`src/verilog/rsp_pkg.sv`:
```
package rsp_pkg;

  localparam int PC_W    = 21;
  localparam int SP_W    = 5;
  localparam int DATA_W  = 32;
  localparam int ADDR_W  = 12;

  // Register byte addresses
  localparam logic [11:0] ADDR_RETURN_STACK_POINTER_REG = 12'h000;
  localparam logic [11:0] ADDR_TOP_OF_STACK_UPPER       = 12'h004;
  localparam logic [11:0] ADDR_TOP_OF_STACK_HIGH       = 12'h008;
  localparam logic [11:0] ADDR_TOP_OF_STACK_LOW       = 12'h00C;
  localparam logic [11:0] ADDR_CONFIG     = 12'h010;
  localparam logic [11:0] ADDR_STATUS     = 12'h014;
  localparam logic [11:0] ADDR_SHADOW     = 12'h018;
  localparam logic [11:0] ADDR_TABLE_PTR  = 12'h01C;
  localparam logic [11:0] ADDR_TABLE_LAT  = 12'h020;

  // Pointer register fields
  localparam int FULL_BIT  = 7;
  localparam int UNDER_BIT = 6;

  localparam logic [4:0]  SP_MAX       = 5'h1F;
  localparam logic [4:0]  SP_RESET     = 5'h00;
  localparam logic [20:0] PC_RESET     = 21'h00_0000;
  localparam logic [20:0] PC_STEP      = 21'h00_0002;
  localparam logic        CFG_RESET    = 1'b1;
  localparam logic [1:0]  PHASE_LAST   = 2'h3;

  typedef enum logic [1:0] {
    RSP_PH_ONE,
    RSP_PH_TWO,
    RSP_PH_THREE,
    RSP_PH_FOUR
  } rsp_phase_t;

  typedef struct packed {
    logic [7:0] status;
    logic [7:0] working;
    logic [3:0] bank;
  } rsp_ctx_t;

  // Core requests, sampled at the phase-four boundary
  typedef struct packed {
    logic push;
    logic pop;
    logic branch;
    logic vector_irq;
    logic call_fast;
    logic ret_fast;
  } rsp_req_t;

endpackage
```
`src/verilog/rsp_core.sv`:
```
// Chosen here: the APB interface to the registers and the placing of the registers.
`timescale 1ns/1ps
module rsp_core
  import rsp_pkg::*;
(
  input  wire logic              mclk,
  input  wire logic              rst,
  input  wire logic              psel,
  input  wire logic              penable,
  input  wire logic              pwrite,
  input  wire logic [11:0]       paddr,
  input  wire logic [31:0]       pwdata,
  output logic                   pready,
  output logic                   pslverr,
  output logic [31:0]            prdata,
  input  wire rsp_req_t          core_req,
  input  wire rsp_ctx_t          core_ctx,
  input  wire logic [15:0]       fetch_word,
  input  wire logic [7:0]        table_byte,
  input  wire logic              table_read,
  output logic [20:0]            pc_out,
  output logic [15:0]            instr_out,
  output logic                   instr_valid,
  output logic [3:0]             phase_out,
  output rsp_ctx_t               ctx_restore,
  output logic                   ctx_restore_valid,
  output logic [20:0]            table_addr,
  output logic                   device_reset
);

  logic [20:0] stack_reg [1:SP_MAX];
  logic [4:0]  sp_reg;
  logic        full_reg;
  logic        under_reg;
  logic        cfg_reg;
  logic [20:0] pc_reg;
  logic [15:0] ir_reg;
  logic        flush_reg;
  logic        ivalid_reg;
  rsp_ctx_t    shadow_reg;
  rsp_ctx_t    restore_reg;
  logic        restore_v_reg;
  logic [20:0] table_pointer_reg;
  logic [7:0]  table_latch_reg;
  logic        devrst_reg;
  logic [31:0] prdata_reg;
  logic        pslverr_reg;
  logic [3:0]  phase;

  rsp_phase_gen u_phase (
    .mclk         (mclk),
    .rst          (rst),
    .phase_onehot (phase)
  );

  wire ph1 = phase[0];
  wire ph4 = phase[3];

  // APB decode: zero-wait, answer in the access cycle
  wire acc     = psel & penable;
  wire wr      = acc & pwrite;
  wire hit_sp  = (paddr == ADDR_RETURN_STACK_POINTER_REG);
  wire hit_tu  = (paddr == ADDR_TOP_OF_STACK_UPPER);
  wire hit_th  = (paddr == ADDR_TOP_OF_STACK_HIGH);
  wire hit_tl  = (paddr == ADDR_TOP_OF_STACK_LOW);
  wire hit_cfg = (paddr == ADDR_CONFIG);
  wire hit_st  = (paddr == ADDR_STATUS);
  wire hit_sh  = (paddr == ADDR_SHADOW);
  wire hit_tp  = (paddr == ADDR_TABLE_PTR);
  wire hit_tlt = (paddr == ADDR_TABLE_LAT);
  wire mapped  = hit_sp | hit_tu | hit_th | hit_tl | hit_cfg | hit_st | hit_sh | hit_tp | hit_tlt;

  wire [20:0] top_of_stack = (sp_reg == SP_RESET) ? PC_RESET : stack_reg[sp_reg];

  // Requests act once per instruction cycle at phase four
  wire do_push = ph4 & core_req.push & ~flush_reg;
  wire do_pop  = ph4 & core_req.pop & ~flush_reg;
  wire at_full = (sp_reg == SP_MAX - 5'h01);
  wire is_full = (sp_reg == SP_MAX);
  wire empty   = (sp_reg == SP_RESET);

  wire push_ovf = do_push & at_full;
  wire pop_unf  = do_pop & empty;
  wire trip     = cfg_reg & (push_ovf | pop_unf);
  wire sw_sp    = wr & hit_sp;

  wire flag_full_set  = push_ovf | (do_push & is_full);
  wire flag_under_set = pop_unf;

  // Pointer, flags and stack entries
  always_ff @(posedge mclk) begin
    if (rst) begin
      sp_reg    <= SP_RESET;
      full_reg  <= 1'b0;
      under_reg <= 1'b0;
    end else begin
      if (trip) begin
        sp_reg <= SP_RESET;
      end else if (do_push && !is_full) begin
        sp_reg <= sp_reg + 5'h01;
      end else if (do_pop && !empty) begin
        sp_reg <= sp_reg - 5'h01;
      end else if (sw_sp) begin
        sp_reg <= pwdata[4:0];
      end
      // Hardware set wins over a clearing write in the same cycle
      full_reg  <= flag_full_set | (full_reg & ~(sw_sp & ~pwdata[FULL_BIT]));
      under_reg <= flag_under_set | (under_reg & ~(sw_sp & ~pwdata[UNDER_BIT]));
    end
  end

  genvar gi;
  generate
    for (gi = 1; gi <= SP_MAX; gi++) begin : g_stack
      wire push_here = do_push && !is_full && (sp_reg + 5'h01 == 5'(gi));
      wire sw_here   = (sp_reg == 5'(gi)) && wr && (hit_tu | hit_th | hit_tl);
      always_ff @(posedge mclk) begin
        if (rst) begin
          stack_reg[gi] <= PC_RESET;
        end else if (push_here) begin
          // Overflow with reset enabled saves PC+2
          stack_reg[gi] <= trip ? pc_reg + PC_STEP : pc_reg;
        end else if (sw_here) begin
          stack_reg[gi] <= hit_tu ? {pwdata[4:0], stack_reg[gi][15:0]} :
                           hit_th ? {stack_reg[gi][20:16], pwdata[7:0], stack_reg[gi][7:0]} :
                                    {stack_reg[gi][20:8], pwdata[7:0]};
        end
      end
    end
  endgenerate

  // Program counter and instruction register
  wire pc_load = ph4 & (core_req.branch | do_pop) & ~flush_reg;

  always_ff @(posedge mclk) begin
    if (rst) begin
      pc_reg     <= PC_RESET;
      ir_reg     <= 16'h0000;
      flush_reg  <= 1'b0;
      ivalid_reg <= 1'b0;
    end else begin
      if (ph1) begin
        pc_reg <= pc_reg + PC_STEP;
      end else if (pc_load) begin
        // Underflow pop returns zero, which vectors to reset address
        pc_reg <= do_pop ? top_of_stack : pc_reg;
      end
      if (ph4) begin
        ir_reg     <= fetch_word;
        ivalid_reg <= ~pc_load;
        flush_reg  <= pc_load;
      end else if (ph1) begin
        flush_reg <= flush_reg;
      end
    end
  end

  // Fast register stack: hidden shadow
  always_ff @(posedge mclk) begin
    if (rst) begin
      shadow_reg    <= '0;
      restore_reg   <= '0;
      restore_v_reg <= 1'b0;
    end else begin
      restore_v_reg <= 1'b0;
      if (ph4 && (core_req.vector_irq || core_req.call_fast)) begin
        // Any vector overwrites; nested low-priority context is lost
        shadow_reg <= core_ctx;
      end
      if (ph4 && core_req.ret_fast) begin
        restore_reg   <= shadow_reg;
        restore_v_reg <= 1'b1;
      end
    end
  end

  // Table pointer and latch, one byte per read
  always_ff @(posedge mclk) begin
    if (rst) begin
      table_pointer_reg <= PC_RESET;
      table_latch_reg <= 8'h00;
    end else begin
      if (wr && hit_tp) begin
        table_pointer_reg <= pwdata[20:0];
      end
      if (table_read) begin
        table_latch_reg <= table_byte;
      end
    end
  end

  // Configuration and device reset pulse
  always_ff @(posedge mclk) begin
    if (rst) begin
      cfg_reg    <= CFG_RESET;
      devrst_reg <= 1'b0;
    end else begin
      if (wr && hit_cfg) begin
        cfg_reg <= pwdata[0];
      end
      devrst_reg <= trip;
    end
  end

  wire [31:0] rd_mux =
    hit_sp  ? {24'h00_0000, full_reg, under_reg, 1'b0, sp_reg} :
    hit_tu  ? {27'h000_0000, top_of_stack[20:16]} :
    hit_th  ? {24'h00_0000, top_of_stack[15:8]} :
    hit_tl  ? {24'h00_0000, top_of_stack[7:0]} :
    hit_cfg ? {31'h0000_0000, cfg_reg} :
    hit_st  ? {11'h000, pc_reg} :
    hit_sh  ? 32'h0000_0000 :
    hit_tp  ? {11'h000, table_pointer_reg} :
    hit_tlt ? {24'h00_0000, table_latch_reg} : 32'h0000_0000;

  always_ff @(posedge mclk) begin
    if (rst) begin
      prdata_reg  <= 32'h0000_0000;
      pslverr_reg <= 1'b0;
    end else begin
      prdata_reg  <= (psel && !penable && !pwrite) ? rd_mux : prdata_reg;
      pslverr_reg <= psel & ~penable & ~mapped;
    end
  end

  assign pready            = 1'b1;
  // Set in the setup cycle, so it stands exactly for the access cycle
  assign pslverr           = pslverr_reg;
  assign prdata            = prdata_reg;
  assign pc_out            = pc_reg;
  assign instr_out         = ir_reg;
  assign instr_valid       = ivalid_reg;
  assign phase_out         = phase;
  assign ctx_restore       = restore_reg;
  assign ctx_restore_valid = restore_v_reg;
  assign table_addr        = table_pointer_reg;
  assign device_reset      = devrst_reg;

endmodule // rsp_core

```
`src/verilog/rsp_phase_gen.sv`:
```
`timescale 1ns/1ps
module rsp_phase_gen
  import rsp_pkg::*;
(
  input  wire logic       mclk,
  input  wire logic       rst,
  output logic [3:0]      phase_onehot
);

  // Divide by four: one-hot non-overlapping phases
  always_ff @(posedge mclk) begin
    if (rst) begin
      phase_onehot <= 4'h1;
    end else begin
      phase_onehot <= {phase_onehot[2:0], phase_onehot[3]};
    end
  end

endmodule // rsp_phase_gen

```
`config.mk`:
```
export PLATFORM = sky130hd
export DESIGN_NAME = rsp_core
export DESIGN_NICKNAME = d
export VERILOG_FILES = /design/src/verilog/rsp_pkg.sv /design/src/verilog/rsp_core.sv /design/src/verilog/rsp_phase_gen.sv
export SDC_FILE = /design/constraint.sdc
export NUM_CORES = 1
export LEC_CHECK = 0
export CORE_MARGIN = 2
export CORE_UTILIZATION = 30
export CTS_BUF_LIST = sky130_fd_sc_hd__clkbuf_8
export DETAILED_ROUTE_END_ITERATION = 16
export DONT_BUFFER_PORTS = 1
export GPL_TIMING_DRIVEN = 0
export PLACE_DENSITY_LB_ADDON = 0.05
export SLEW_MARGIN = 20
export SYNTH_ARGS = -nofsm -noshare
export SYNTH_HDL_FRONTEND = slang
export SYNTH_HIERARCHICAL = 1
export SYNTH_SLANG_ARGS = --single-unit
```
`constraint.sdc`:
```
create_clock -name mclk -period 5.1 [get_ports mclk]
set_clock_uncertainty 0.05 [all_clocks]
set_input_delay 0.51 -clock mclk [delete_from_list [all_inputs] [get_ports mclk]]
set_output_delay 0.51 -clock mclk [all_outputs]
set_load 0.05 [all_outputs]
```
==> reports/summary.txt <==
outcome: finished, violations left
failing checks: negative setup slack
share of the synthesized area in the top cell type: 0.479
Sequential cell area: 22,500 sq um
IO Port Bufs: 0
main flop type after synthesis: edfxtp_1
largest cells by area after synthesis: edfxtp_1 (48%), mux4_2 (7.7%), dfxtp_1 (7.3%)
Slew Viols, Final: 0
fin crit period: 5.32 ns
Yosys Warn Count: 6
GR Util All Layers: 0.330
final setup margin: -0.217 ns
root buf cell: clkbuf_8
share of cells above drive strength 1: 0.212
RSZ-0062 raised after global routing: false
Comb pwr share: 0.078
core area: 135,000 sq um
Die Span X: 373 um
# nets final: 3,659
Total Power: 14.6 mW
met1 wire length: 88,700 um
Critical Path AT: 6.05 ns
fmax: 188 MHz
Pleak: 14.4 nW
average instance area after synthesis: 12.4 sq um
first-pass GRT wire length: 307,000 um
Worst Min Path Start: pwrite
Synth Register Bits: 800
Reg power frac: 0.508
Final Hold Vio Count: 0
FF-to-FF End: pc_out[10]
worst-path maximum fanout: 10
measured slew at the worst slew-check pin: 1.32 ns
largest net degree at the start of global routing: 20
vias in the first global route: 33,900
sw frac: 0.277
CTS buffer count: 151
switching power: 4.04 mW
met3 wire length: 24,500 um
Clock Path Buffers: 3
Clock power frac: 0.414
Reg2Reg Setup Slack: -0.22 ns
number of flip-flops in the largest register: 651
Post-synth ARST share: 0
Slew headroom: 0.118
endpoints failing setup: 4
crit-path cells: buf_2 > buf_1 > buf_1 > a21oi_1 > a221oi_1 > a21oi_1 > a2111oi_0
Post-synth EDFFs: 651
TritonRoute pass-1 iters: 7
met2 WL: 105,000 um
Worst Hold End: prdata[2]
top sig layer: met5
Tcrit/Tclk final: 1.04
vias: 34,400
WL per Instance: 43.2 um
CTS sink count: 800
initial cell density of the core: 0.302
Max H-tree Level: 4
dpl cell area: 43,600 sq um
hold_ws: 0.0808 ns
Pwr per Cell Area: 310 nW/um^2
die area: 139,000 sq um
final wirelength: 235,000 um
filler cell count: 13,400
post-synth top area cell: edfxtp_1
synthesized instance count: 3,281
max-cap violations: 0
DP HPWL: 179,000 um
I/O pin count: 219
area of the mapped netlist: 40,800 sq um
CP required: 5.83 ns
crit end category: register
P_int: 10.5 mW
hold crit path type: primary input to register
max incr delay on CP: 1.11 ns
WS Path Type: register to register
Clock Latency Late Sink: 0.91 ns
vias per cell: 6.33
sequential area share after synthesis: 0.553
startpoint types: register
Worst R2R Path Depth: 7
Slowest cell on crit path: a221oi_1
Die Span Y: 373 um
Area Growth Syn to Fin: 15.2%
DRC viols: 0
Final Instance Area: 47,000 sq um
Initial DRC Count: 5,029
global route overflow: 0
antenna violations before repair: 22
antenna-violating nets left: 0
gpl congestion: 1.03
Clk pin slew, worst setup/hold paths: 0.06 ns
Peak supply drop: 0.276 mV
CTS tree: built
hold depth: 4
Yosys cell types: 89
setup bufs post-CTS: 0
multi-input combinational cell area: 16,500 sq um
pre-CTS setup slack: -0.229 ns
Rows: 135
cell usage after synthesis, drive strengths merged, types with 25 or more instances:
master and number:
o2bb2ai 222, nor3 25, dfxtp 149, buf 143, mux4 140, mux2i 71
a21oi 133, nand2 330, o22ai 386, a211oi 46, nand3 32, o21ai 172
a31oi 32, nor2 157, edfxtp 651, clkbuf 253, nand2b 26
metal layers:
metal	vias up	GRT usage
li1	13500	-
met2	2444	0.514
met5	-	0
met4	14	0.205
met1	17800	0.401
met3	641	0.0988
per-stage QoR:
step	std cells	utilization	TNS, ns
after global routing	5440	0.348	0
after floorplan	3291	-	0
after detailed placement	5110	0.322	-12.25
after CTS	5437	0.347	0
final	5445	0.348	-0.460
after global placement	5072	0.319	-122.56
power by group through the flow:
stage / Combinational (mW) / Sequential, mW / Clock (mW)
2_1_floorplan: 0.505 / 7.47 / 0
3_3_place_gp: 0.998 / 7.54 / 0
3_5_place_dp: 1.04 / 7.54 / 0
4_1_cts: 1.09 / 7.40 / 6.11
5_1_grt: 1.13 / 7.41 / 6.37
6_report: 1.13 / 7.40 / 6.04
area by class of cell:
| class | count | area share |
|---|---|---|
| antenna | 6 | 0.000320 |
| buffer | 395 | 0.0400 |
| clock buffer | 159 | 0.0466 |
| clock inverter | 102 | 0.0110 |
| inverter | 17 | 0.00136 |
| multi-input combinational | 2078 | 0.352 |
| sequential | 800 | 0.480 |
| tap | 1781 | 0.0474 |
| timing repair buffer | 107 | 0.0217 |
cell usage in the layout, fill, tap and decap left out, types with 67 or more instances in the layout:
cell and n:
o2bb2ai_1 222, clkbuf_8 159, dlygate4sd3_1 67, edfxtp_1 651
mux4_2 140, clkbuf_1 235, o21ai_0 100, mux2i_1 70
dfxtp_1 149, o22ai_1 225, a21oi_1 133, nor2_1 149
inv_1 72, nand2_1 329, o22ai_2 161
worst max-delay path, delay by kind of cell (launching register included):
kind                   cells  cell delay, ns
AOI/OAI and AO/OA          4            1.82
buffers and inverters      3            2.59
DFF                        1            0.68
how the worst max path moves through the flow:
stage | startpoint | endpoint
after floorplan | sp_reg[0] | stack_reg[16][0]
after global placement | register | prdata[1]
after detailed placement | sp_reg[1] | stack_reg[9][10]
after CTS | register | prdata[0]
after global routing | register | prdata[1]
final | register | pc_out[10]
logic make-up after synthesis:
| logic type | after synthesis | share of synthesized area |
|---|---|---|
| AOI/OAI and AO/OA | 1107 | 0.209 |
| DFF | 800 | 0.553 |
| buffers and inverters | 413 | 0.0472 |
| adders and majority gates | 9 | 0.00276 |
| other | 2 | 0.000184 |
| and+or+nand+nor | 696 | 0.0830 |
| xor gates and xnor gates | 22 | 0.00473 |
| muxes | 232 | 0.101 |
repair_timing:
| item | 4_1_cts | 5_1_grt |
|---|---|---|
| endpoints found under the setup margin | 127 | 4 |
| hold buffers | 67 | 0 |
| hold endpoints to repair | 78 | 0 |
| pin swaps | 0 | 0 |
| resized for setup | 1 | 3 |
Note: power is estimated with default switching activity, not from simulation.
